--- config.mk ---
export PLATFORM = sky130hd
export DESIGN_NAME = joystick_mode_control
export DESIGN_NICKNAME = d
export VERILOG_FILES = /design/src/inc/joy_pkg.sv /design/src/verilog/joystick_mode_control.sv /design/src/verilog/switch_sync.sv
export SDC_FILE = /design/constraint.sdc
export NUM_CORES = 1
export LEC_CHECK = 0
export ABC_AREA = 1
export BUFFER_PORTS_ARGS = -buffer_cell sky130_fd_sc_hd__buf_4
export CELL_PAD_IN_SITES_DETAIL_PLACEMENT = 1
export CELL_PAD_IN_SITES_GLOBAL_PLACEMENT = 2
export CORE_UTILIZATION = 35
export CTS_BUF_LIST = sky130_fd_sc_hd__clkbuf_4 sky130_fd_sc_hd__clkbuf_8
export DETAILED_ROUTE_END_ITERATION = 10
export GPL_TIMING_DRIVEN = 0
export HOLD_SLACK_MARGIN = 0.15
export PLACE_DENSITY_LB_ADDON = 0.1
export SLEW_MARGIN = 10
export SYNTH_ARGS = -nofsm -noshare
export SYNTH_HDL_FRONTEND = slang
export SYNTH_HIERARCHICAL = 1
export SYNTH_SLANG_ARGS = --single-unit
--- constraint.sdc ---
create_clock -name ref_clk -period 2.1 [get_ports ref_clk]
set_input_delay 0.105 -clock ref_clk [delete_from_list [all_inputs] [get_ports ref_clk]]
set_output_delay 0.105 -clock ref_clk [all_outputs]
set_load 0.02 [all_outputs]
--- src/inc/joy_pkg.sv ---
// joy_pkg: register map, field layouts, reset values, timing constants and
// carrier structs for the joystick mode and event block.
// assumes a 10 MHz controller clock and a 32-bit APB register bus.
package joy_pkg;

    localparam int unsigned CLK_HZ = 10_000_000;
    // null wait figure held in microseconds (0.05 s)
    localparam int unsigned NULL_WAIT_US = 50_000;
    localparam int unsigned NULL_WAIT_CYC = (NULL_WAIT_US / 1000) * (CLK_HZ / 1000);
    localparam int unsigned DEBOUNCE_CYC = 16;

    // register byte offsets
    localparam logic [11:0] CTRL_OFS = 12'h000;
    localparam logic [11:0] STATUS_OFS = 12'h004;
    localparam logic [11:0] POS_X_OFS = 12'h008;
    localparam logic [11:0] POS_Y_OFS = 12'h00C;
    localparam logic [11:0] POS_Z_OFS = 12'h010;
    localparam logic [11:0] BACKOFF_OFS = 12'h014;
    localparam logic [11:0] NULLWAIT_OFS = 12'h018;
    localparam logic [11:0] ACK_OFS = 12'h01C;
    localparam logic [11:0] AXES_OFS = 12'h020;

    // control fields
    localparam int unsigned CTRL_ENABLE_BIT = 0;
    localparam int unsigned CTRL_TYPE_BIT = 1;
    localparam int unsigned CTRL_PRIMARY_BIT = 2;
    localparam int unsigned CTRL_DAMP_BIT = 3;
    localparam logic [31:0] CTRL_RST = 32'h0000_0000;

    // status word: byte seven occupies bits 7:0
    localparam int unsigned STAT_RECORD_BIT = 1;
    localparam int unsigned STAT_CANCEL_BIT = 2;
    localparam int unsigned STAT_MODE_BIT = 8;
    localparam int unsigned STAT_BACKOFF_BIT = 9;
    localparam int unsigned STAT_INHIBIT_BIT = 10;
    localparam int unsigned STAT_ORIENT_LSB = 12;

    localparam logic [31:0] BACKOFF_RST = 32'h0000_0000;
    localparam logic [31:0] NULLWAIT_RST = NULL_WAIT_CYC;

    typedef enum logic [1:0] {
        ORIENT_A,
        ORIENT_B,
        ORIENT_C,
        ORIENT_D
    } orient_t;

    // machine states reported by the motion controller
    typedef enum logic [1:0] {
        MACH_DISENGAGED,
        MACH_JOG,
        MACH_HOLD,
        MACH_OTHER
    } mach_state_t;

    typedef struct packed {
        logic signed [15:0] x;
        logic signed [15:0] y;
        logic signed [15:0] z;
    } axes_t;

    typedef struct packed {
        logic x;
        logic y;
        logic z;
    } locks_t;

    typedef struct packed {
        logic record_point;
        logic cancel_point;
        logic mode_switch;
        logic speed_slow;
        logic deadman;
        logic orient_first_n;
        logic orient_second_n;
    } switches_t;

endpackage

--- src/verilog/joystick_mode_control.sv ---
// joystick_mode_control: mode arbitration, touch back-off, null-wait re-arm,
// record/cancel point flags, damping override and orientation transpose.
// assumes an APB master on ref_clk, machine state and position from the
// motion controller on the same clock, and switch pins from the lever unit.
//
// The APB register port and the register addresses are this design's own decisions.
`timescale 1ns/10ps
module joystick_mode_control #(
    parameter int unsigned NULL_WAIT_DEFAULT = joy_pkg::NULL_WAIT_CYC,
    parameter int unsigned DEBOUNCE = joy_pkg::DEBOUNCE_CYC
) (
    input wire logic ref_clk,
    input wire logic resetn,
    // apb slave
    input wire logic psel,
    input wire logic penable,
    input wire logic pwrite,
    input wire logic [11:0] paddr,
    input wire logic [31:0] pwdata,
    output logic [31:0] prdata,
    output logic pready,
    output logic pslverr,
    // lever unit pins
    input wire joy_pkg::switches_t switches,
    input wire joy_pkg::axes_t lever_axes,
    input wire joy_pkg::locks_t lever_locks,
    // motion controller side
    input wire joy_pkg::mach_state_t mach_state,
    input wire joy_pkg::axes_t mach_pos,
    input wire logic probe_trigger,
    input wire joy_pkg::axes_t approach_vel,
    input wire logic retreat_done,
    input wire logic external_damping_line,
    output joy_pkg::axes_t demand_axes,
    output joy_pkg::locks_t demand_locks,
    output logic joystick_mode,
    output logic host_directed_mode,
    output logic machine_stop,
    output logic retreat_cmd,
    output joy_pkg::axes_t retreat_vel,
    output logic [15:0] retreat_dist,
    output logic probe_damped
);
    joy_pkg::switches_t sw;
    logic [6:0] sw_clean;

    assign sw = joy_pkg::switches_t'(sw_clean);

    // orientation pins idle high when open, so they reset high
    switch_sync #(
        .WIDTH(7),
        .STABLE_CYC(DEBOUNCE),
        .RST_VAL(7'h03)
    ) u_sync (
        .ref_clk(ref_clk),
        .resetn(resetn),
        .raw(switches),
        .clean(sw_clean)
    );

    // lever deflection and locks come from pins too
    joy_pkg::axes_t axes_m_q, axes_s_q;
    joy_pkg::locks_t locks_m_q, locks_s_q;
    always_ff @(posedge ref_clk or negedge resetn) begin
        if (!resetn) begin
            axes_m_q <= '0;
            axes_s_q <= '0;
            locks_m_q <= '0;
            locks_s_q <= '0;
        end else begin
            axes_m_q <= lever_axes;
            axes_s_q <= axes_m_q;
            locks_m_q <= lever_locks;
            locks_s_q <= locks_m_q;
        end
    end

    logic [31:0] ctrl_q, backoff_q, nullwait_q;
    logic wr_en, rd_en, status_rd, addr_ok;

    assign pready = 1'b1;
    assign wr_en = psel & penable & pwrite;
    assign rd_en = psel & penable & ~pwrite;

    always_comb begin
        unique case (paddr)
            joy_pkg::CTRL_OFS, joy_pkg::STATUS_OFS, joy_pkg::POS_X_OFS,
            joy_pkg::POS_Y_OFS, joy_pkg::POS_Z_OFS, joy_pkg::BACKOFF_OFS,
            joy_pkg::NULLWAIT_OFS, joy_pkg::ACK_OFS, joy_pkg::AXES_OFS:
                addr_ok = 1'b1;
            default: addr_ok = 1'b0;
        endcase
    end
    assign pslverr = psel & penable & ~addr_ok;

    // a read of the status word is the position and status request
    assign status_rd = rd_en & (paddr == joy_pkg::STATUS_OFS);

    always_ff @(posedge ref_clk or negedge resetn) begin
        if (!resetn) begin
            ctrl_q <= joy_pkg::CTRL_RST;
            backoff_q <= joy_pkg::BACKOFF_RST;
            nullwait_q <= 32'(NULL_WAIT_DEFAULT);
        end else if (wr_en) begin
            if (paddr == joy_pkg::CTRL_OFS) ctrl_q <= pwdata & 32'h0000_000F;
            if (paddr == joy_pkg::BACKOFF_OFS) backoff_q <= pwdata;
            if (paddr == joy_pkg::NULLWAIT_OFS) nullwait_q <= pwdata;
        end
    end

    logic safe_state, lever_active, mode_req, mode_q;

    assign safe_state = (mach_state == joy_pkg::MACH_DISENGAGED) ||
                        (mach_state == joy_pkg::MACH_HOLD);
    assign lever_active = (axes_s_q.x != 0) || (axes_s_q.y != 0) || (axes_s_q.z != 0)
                          || (mach_state == joy_pkg::MACH_JOG);
    assign mode_req = ctrl_q[joy_pkg::CTRL_ENABLE_BIT] & sw.mode_switch;

    always_ff @(posedge ref_clk or negedge resetn) begin
        if (!resetn) begin
            mode_q <= 1'b0;
        end else if (mode_req && !mode_q && safe_state) begin
            mode_q <= 1'b1;
        end else if (!mode_req && mode_q && safe_state && !lever_active) begin
            mode_q <= 1'b0;
        end
    end
    assign joystick_mode = mode_q;
    assign host_directed_mode = ~mode_q;

    typedef enum logic [1:0] {
        TB_IDLE,
        TB_STOP,
        TB_RETREAT,
        TB_NULLWAIT
    } tb_state_t;
    tb_state_t tb_q;
    logic [31:0] null_cnt_q;
    logic all_null;
    joy_pkg::axes_t ret_vel_q;

    assign all_null = (axes_s_q.x == 0) && (axes_s_q.y == 0) && (axes_s_q.z == 0);

    function automatic logic signed [15:0] oppose(input logic signed [15:0] v,
                                                  input logic [15:0] spd);
        if (v > 0) return -$signed(spd);
        else if (v < 0) return $signed(spd);
        else return 16'sh0000;
    endfunction

    always_ff @(posedge ref_clk or negedge resetn) begin
        if (!resetn) begin
            tb_q <= TB_IDLE;
            null_cnt_q <= '0;
            ret_vel_q <= '0;
        end else begin
            unique case (tb_q)
                TB_IDLE: begin
                    if (mode_q && probe_trigger && mach_state == joy_pkg::MACH_JOG) begin
                        tb_q <= TB_STOP;
                        ret_vel_q.x <= oppose(approach_vel.x, backoff_q[15:0]);
                        ret_vel_q.y <= oppose(approach_vel.y, backoff_q[15:0]);
                        ret_vel_q.z <= oppose(approach_vel.z, backoff_q[15:0]);
                    end
                end
                TB_STOP: begin
                    if (mach_state != joy_pkg::MACH_JOG) tb_q <= TB_RETREAT;
                end
                TB_RETREAT: begin
                    if (retreat_done) begin
                        tb_q <= TB_NULLWAIT;
                        null_cnt_q <= '0;
                    end
                end
                TB_NULLWAIT: begin
                    if (!all_null) begin
                        null_cnt_q <= '0;
                    end else if (null_cnt_q >= nullwait_q) begin
                        tb_q <= TB_IDLE;
                    end else begin
                        null_cnt_q <= null_cnt_q + 32'h0000_0001;
                    end
                end
            endcase
        end
    end

    assign machine_stop = (tb_q == TB_STOP);
    assign retreat_cmd = (tb_q == TB_RETREAT);
    assign retreat_vel = ret_vel_q;
    assign retreat_dist = backoff_q[31:16];

    joy_pkg::orient_t pin_orient, orient_q;
    logic orient_allowed;

    always_comb begin
        unique case ({sw.orient_first_n, sw.orient_second_n})
            2'b11: pin_orient = joy_pkg::ORIENT_A;
            2'b01: pin_orient = joy_pkg::ORIENT_B;
            2'b00: pin_orient = joy_pkg::ORIENT_C;
            2'b10: pin_orient = joy_pkg::ORIENT_D;
        endcase
    end

    assign orient_allowed = ctrl_q[joy_pkg::CTRL_TYPE_BIT] &
                            ctrl_q[joy_pkg::CTRL_PRIMARY_BIT];

    always_ff @(posedge ref_clk or negedge resetn) begin
        if (!resetn) begin
            orient_q <= joy_pkg::ORIENT_A;
        end else if (!orient_allowed) begin
            orient_q <= joy_pkg::ORIENT_A;
        end else if (safe_state) begin
            orient_q <= pin_orient;
        end
    end

    // C is the opposite side of A: both X and Y reversed; B and D swap axes
    joy_pkg::axes_t xf_axes;
    joy_pkg::locks_t xf_locks;
    always_comb begin
        xf_axes.z = axes_s_q.z;
        xf_locks = locks_s_q;
        unique case (orient_q)
            joy_pkg::ORIENT_A: begin
                xf_axes.x = axes_s_q.x;
                xf_axes.y = axes_s_q.y;
            end
            joy_pkg::ORIENT_B: begin
                xf_axes.x = axes_s_q.y;
                xf_axes.y = -axes_s_q.x;
                xf_locks.x = locks_s_q.y;
                xf_locks.y = locks_s_q.x;
            end
            joy_pkg::ORIENT_C: begin
                xf_axes.x = -axes_s_q.x;
                xf_axes.y = -axes_s_q.y;
            end
            joy_pkg::ORIENT_D: begin
                xf_axes.x = -axes_s_q.y;
                xf_axes.y = axes_s_q.x;
                xf_locks.x = locks_s_q.y;
                xf_locks.y = locks_s_q.x;
            end
        endcase
    end

    // demand axes gated by mode and by the back-off sequence; demand locks pass through ungated
    always_ff @(posedge ref_clk or negedge resetn) begin
        if (!resetn) begin
            demand_axes <= '0;
            demand_locks <= '0;
        end else begin
            demand_locks <= xf_locks;
            if (mode_q && sw.deadman && tb_q == TB_IDLE) demand_axes <= xf_axes;
            else demand_axes <= '0;
        end
    end

    always_ff @(posedge ref_clk or negedge resetn) begin
        if (!resetn) begin
            probe_damped <= 1'b0;
        end else if (external_damping_line) begin
            probe_damped <= 1'b1;
        end else if (mode_q && sw.speed_slow) begin
            probe_damped <= 1'b0;
        end else begin
            probe_damped <= ctrl_q[joy_pkg::CTRL_DAMP_BIT];
        end
    end

    logic rec_d1_q, can_d1_q;
    logic rec_pulse, can_pulse;
    logic rec_flag_q, can_flag_q, read_q;
    joy_pkg::axes_t point_q;

    always_ff @(posedge ref_clk or negedge resetn) begin
        if (!resetn) begin
            rec_d1_q <= 1'b0;
            can_d1_q <= 1'b0;
        end else begin
            rec_d1_q <= sw.record_point;
            can_d1_q <= sw.cancel_point;
        end
    end
    assign rec_pulse = sw.record_point & ~rec_d1_q;
    assign can_pulse = sw.cancel_point & ~can_d1_q;

    // set wins over the clearing read in the same cycle
    always_ff @(posedge ref_clk or negedge resetn) begin
        if (!resetn) begin
            rec_flag_q <= 1'b0;
            read_q <= 1'b0;
            point_q <= '0;
        end else if (rec_pulse) begin
            rec_flag_q <= 1'b1;
            read_q <= 1'b0;
            point_q <= mach_pos;
        end else if (can_pulse && rec_flag_q) begin
            rec_flag_q <= 1'b0;
            point_q <= '0;
        end else if (status_rd && rec_flag_q) begin
            rec_flag_q <= 1'b0;
            read_q <= 1'b1;
        end
    end

    always_ff @(posedge ref_clk or negedge resetn) begin
        if (!resetn) begin
            can_flag_q <= 1'b0;
        end else if (can_pulse && !rec_flag_q && read_q) begin
            can_flag_q <= 1'b1;
        end else if (status_rd) begin
            can_flag_q <= 1'b0;
        end
    end

    logic [31:0] status_word;
    always_comb begin
        status_word = '0;
        status_word[joy_pkg::STAT_RECORD_BIT] = rec_flag_q;
        status_word[joy_pkg::STAT_CANCEL_BIT] = can_flag_q;
        status_word[joy_pkg::STAT_MODE_BIT] = mode_q;
        status_word[joy_pkg::STAT_BACKOFF_BIT] = (tb_q != TB_IDLE);
        status_word[joy_pkg::STAT_INHIBIT_BIT] = (tb_q == TB_NULLWAIT);
        status_word[joy_pkg::STAT_ORIENT_LSB +: 2] = orient_q;
    end

    always_comb begin
        unique case (paddr)
            joy_pkg::CTRL_OFS: prdata = ctrl_q;
            joy_pkg::STATUS_OFS: prdata = status_word;
            joy_pkg::POS_X_OFS: prdata = {{16{point_q.x[15]}}, point_q.x};
            joy_pkg::POS_Y_OFS: prdata = {{16{point_q.y[15]}}, point_q.y};
            joy_pkg::POS_Z_OFS: prdata = {{16{point_q.z[15]}}, point_q.z};
            joy_pkg::BACKOFF_OFS: prdata = backoff_q;
            joy_pkg::NULLWAIT_OFS: prdata = nullwait_q;
            joy_pkg::AXES_OFS: prdata = {demand_axes.x, demand_axes.y};
            default: prdata = '0;
        endcase
    end
endmodule

--- src/verilog/switch_sync.sv ---
// switch_sync: two-flop synchroniser followed by a stable-count debouncer,
// one lane per input bit.
// assumes inputs are asynchronous pins sampled on ref_clk.
`timescale 1ns/10ps
module switch_sync #(
    parameter int unsigned WIDTH = 7,
    parameter int unsigned STABLE_CYC = 16,
    parameter logic [WIDTH-1:0] RST_VAL = '0
) (
    input wire logic ref_clk,
    input wire logic resetn,
    input wire logic [WIDTH-1:0] raw,
    output logic [WIDTH-1:0] clean
);
    localparam int unsigned CW = $clog2(STABLE_CYC + 1);

    genvar i;
    generate
        for (i = 0; i < WIDTH; i++) begin : g_lane
            logic meta_q;
            logic sync_q;
            logic [CW-1:0] cnt_q;
            logic out_q;

            always_ff @(posedge ref_clk or negedge resetn) begin
                if (!resetn) begin
                    meta_q <= RST_VAL[i];
                    sync_q <= RST_VAL[i];
                end else begin
                    meta_q <= raw[i];
                    sync_q <= meta_q;
                end
            end

            // output moves only after the new level has held for the full count
            always_ff @(posedge ref_clk or negedge resetn) begin
                if (!resetn) begin
                    cnt_q <= '0;
                    out_q <= RST_VAL[i];
                end else if (sync_q == out_q) begin
                    cnt_q <= '0;
                end else if (cnt_q == CW'(STABLE_CYC - 1)) begin
                    cnt_q <= '0;
                    out_q <= sync_q;
                end else begin
                    cnt_q <= cnt_q + 1'b1;
                end
            end

            assign clean[i] = out_q;
        end
    endgenerate
endmodule
==> flow_summary.ini <==
[final_layout]
finish.instance_area_mm2 = 0.0293
final_nets = 3240
drive_gt1_frac = 0.296
final.fill_count = 6341
syn_to_final_growth_pct = 48.1

[clock_tree]
cts.sinks = 416
cts.clk_slew.worst_paths_ns = 0.06
cts_tree = built
htree_levels = 3
cts-root-buf = clkbuf_8
numCtsBuffers = 77
clockBufferDepth = 3
clock_latency_ns = 0.69

[sta]
worst_slew_pin_slew_ns = 0.790
fin_ws_ns = -0.124
rsz0062_at_grt = yes
post-route-period-util = 1.06
final-setup-viol-count = 33
fmax_mhz = 450
slew_viol_final = 0
hold_viol = 0
clock_skew_ns = 0.0299
period_minus_slack_ns = 2.22
slew_headroom = 0.473

[setup_path]
slowest_delay_ns = 0.40
worstPathArrival_ns = 2.82
path_buf_inv = 2
crit_path_start_kind = flop
slowest_stage = dfrtp_1
criticalPathCategory = reg2reg
crit_chain = inv_2 -> ha_4 -> nand2_4 -> nor2_4 -> nand3_4 -> nor3_4 -> nand2_2 -> nor2_2 -> nand2_2 -> nor2_4 -> nand2_4 -> nand2_8 -> clkbuf_16 -> nand2_2 -> o21ai_1
critPathMostFrequentCell = nand2_2
worst_setup_path_end_kind = flop
path_max_fanout = 8
required_ns = 2.69
cpLargestDelayFamily = simple AND/OR/NAND/NOR gates

[hold_path]
hold_class = in2reg

[synth]
syn-num-nets = 2536
yosys_register_bits = 416
synth_warnings = 6
synth_top_area_frac = 0.510
syn_inst = 2278
synthFlopType = dfrtp_1
ys_seq_area_frac = 0.527
yosys-top-cells-area = dfrtp_1 51%, nand2_1 9.9%, inv_1 5.0%
synth_edf_count = 0
avgSynthCellArea_um2 = 8.68
yosysMostFrequentCell = nand2_1
ys_async_sr_fraction = 1.00
synth.cell_area_mm2 = 0.0198
synth_cell_types = 53
synth_largest_area_cell = dfrtp_1
synthTopCellsByCount = 523 x nand2_1, 403 x dfrtp_1, 265 x inv_1, 178 x o21ai_0, 177 x nor2_1

[placement]
dp_hpwl_mm = 58.4
postPlaceCellArea_mm2 = 0.0235
gp_congestion = 0.890
portBuffers = 357
preCtsSetupSlack_ns = -0.520

[run]
maxCapViolations = 0

[routing]
drtAntennaViolNets = 0
viasPerCell = 5.08
remaining_drc_errors = 0
drt_iter0_drc = 992
num_vias = 19200
routed_wl_mm = 83.6
post_drt_wl_per_cell_um = 22.1
drtPass1Iterations = 5

[global_routing]
track_usage = 0.292
grt_pass1_wl_mm = 126
antenna_found_initial = 1
grt_overflow = 0
grt_pass1_vias = 20800
grt_max_degree = 108

[pwr]
leakage_uw = 0.0139
powerDensity_mw_per_mm2 = 631
total_power_uw = 18500
max-vdd-ir-drop_v = 0.000746

[die]
io_pins = 362
initial_core_util = 0.357
dieArea_mm2 = 0.0574
core-area_mm2 = 0.0554
die_h_um = 240
die_x_um = 240
row_count = 86

[run_status]
violations = negative setup slack
status = finished with violations
==> stage by stage <==
step	instances	utilization	hold slack [ns]	setup TNS [ns]
global route	3790	0.528	0.188	-6.52
CTS	3769	0.514	0.151	-1.79
global placement	3383	0.422	0.214	-1410.25
floorplan	2278	-	-0.191	0
finish	3790	0.528	0.202	-3.05
detailed placement	3387	0.424	0.115	-66.91
==> worst reg2reg max path, cell delays in order, from the launching register on <==
cell	delay, ns
dfrtp_1	0.40
inv_2	0.11
ha_4	0.16
nand2_4	0.06
nor2_4	0.10
nand3_4	0.13
nor3_4	0.16
nand2_2	0.08
nor2_2	0.12
nand2_2	0.11
nor2_4	0.16
nand2_4	0.09
nand2_8	0.16
clkbuf_16	0.20
nand2_2	0.04
o21ai_1	0.07
==> what timing repair did <==
action                                  CTS  global route
endpoints found under the hold margin   519             0
resized for setup                       209           173
buffers inserted                         27            18
pin swaps                                28            31
endpoints found under the setup margin  147           242
hold buffers                            225             0
cloned                                    4             2
==> power breakdown <==
part / internal (µW) / leakage, µW / total, µW / switching (µW)
clock: 4920 / 0.000906 / 8750 / 3830
combinational: 691 / 0.00778 / 1360 / 673
sequential: 8220 / 0.00517 / 8370 / 145
total: 13800 / 0.0139 / 18500 / 4640
==> per-layer routing <==
metal / global-route usage / up-vias / wire length, µm
li1: - / 8899 / -
met4: 0.0930 / 0 / 2490
met2: 0.491 / 462 / 41100
met3: 0.0460 / 148 / 3600
met1: 0.382 / 9730 / 36400
met5: 0 / - / 0
==> path summary, 6_finish.rpt <==
path                                                         from                                 to  slack, ns  depth (start not counted)
worst max-delay path                       axes_s_q[32]$_DFF_PN0_          null_cnt_q[5]$_DFFE_PN0P_      -0.12                         15
worst min-delay path                                  mach_pos[4]             point_q[4]$_DFFE_PN0P_       0.20                          4
worst max register to register             axes_s_q[32]$_DFF_PN0_          null_cnt_q[5]$_DFFE_PN0P_      -0.12                         15
worst min register to register  u_sync/g_lane[2].meta_q$_DFF_PN0_  u_sync/g_lane[2].sync_q$_DFF_PN0_       0.33                          0
max in group asynchronous                                  resetn          demand_axes[39]$_DFF_PN0_       0.21                          5
min in group asynchronous                                  resetn        retreat_vel[32]$_DFFE_PN0P_       0.52                          3
==> cells in the final DEF (no fill, tap or decap), types with 10 or more instances in the layout <==
cell type      count
nand4_1           48
clkbuf_2          20
clkbuf_1          34
nor2_4            15
ha_4              11
a2bb2oi_1         21
o22ai_1           26
buf_4            401
a21oi_1           73
clkbuf_8          96
a22oi_1           18
nor3_1            28
inv_1            234
dfstp_2           13
nand2_2           37
dfrtp_2           26
xor2_1            38
clkbuf_4          26
inv_2             30
o21ai_1           17
nand2_1          474
o21ai_0          170
clkinv_2          11
xnor2_1           20
nor4_1            19
dfrtp_1          377
o21ai_2           23
nand2_4           15
nor2_2            14
nor2_1           158
buf_6             26
nand3_2           10
o2111ai_4         10
dlygate4sd3_1    225
ha_1              37
nand3_1           87
==> cell families (layout without fill, tap and decap cells) <==
kind of cell / after synthesis / after routing / synth area share
AND/OR/NAND/NOR: 935 / 936 / 0.205
AO/OA/AOI/OAI: 427 / 427 / 0.127
flip-flops: 416 / 416 / 0.527
buffers and inverters: 388 / 1150 / 0.0818
XOR/XNOR: 61 / 61 / 0.0270
adder cells (fa/ha/maj): 50 / 50 / 0.0316
other: 1 / 2 / 0.000190
==> registers in the layout (all words and copies together) (netlist names), 3 cells and up <==
signal                flops
axes_m_q                 48
axes_s_q                 48
demand_axes              48
point_q                  48
retreat_vel              48
u_sync/g_lane.cnt_q      35
backoff_q                32
null_cnt_q               32
nullwait_q               32
u_sync/g_lane.meta_q      7
u_sync/g_lane.out_q       7
u_sync/g_lane.sync_q      7
ctrl_q                    4
demand_locks              3
locks_m_q                 3
locks_s_q                 3
==> layout make-up <==
| cell class | count | area [µm²] | area share |
|---|---|---|---|
| diodes | 1 | 2.50 | 0.0000855 |
| plain buffers | 105 | 668 | 0.0228 |
| clock buffers | 118 | 1480 | 0.0506 |
| clock inverters | 20 | 220 | 0.00752 |
| inverters | 271 | 1040 | 0.0354 |
| multi-input cells | 1475 | 8840 | 0.302 |
| flip-flops and latches | 416 | 10500 | 0.357 |
| well taps | 748 | 936 | 0.0320 |
| repair buffers | 636 | 5630 | 0.192 |
(Power assumes the default switching activity.)
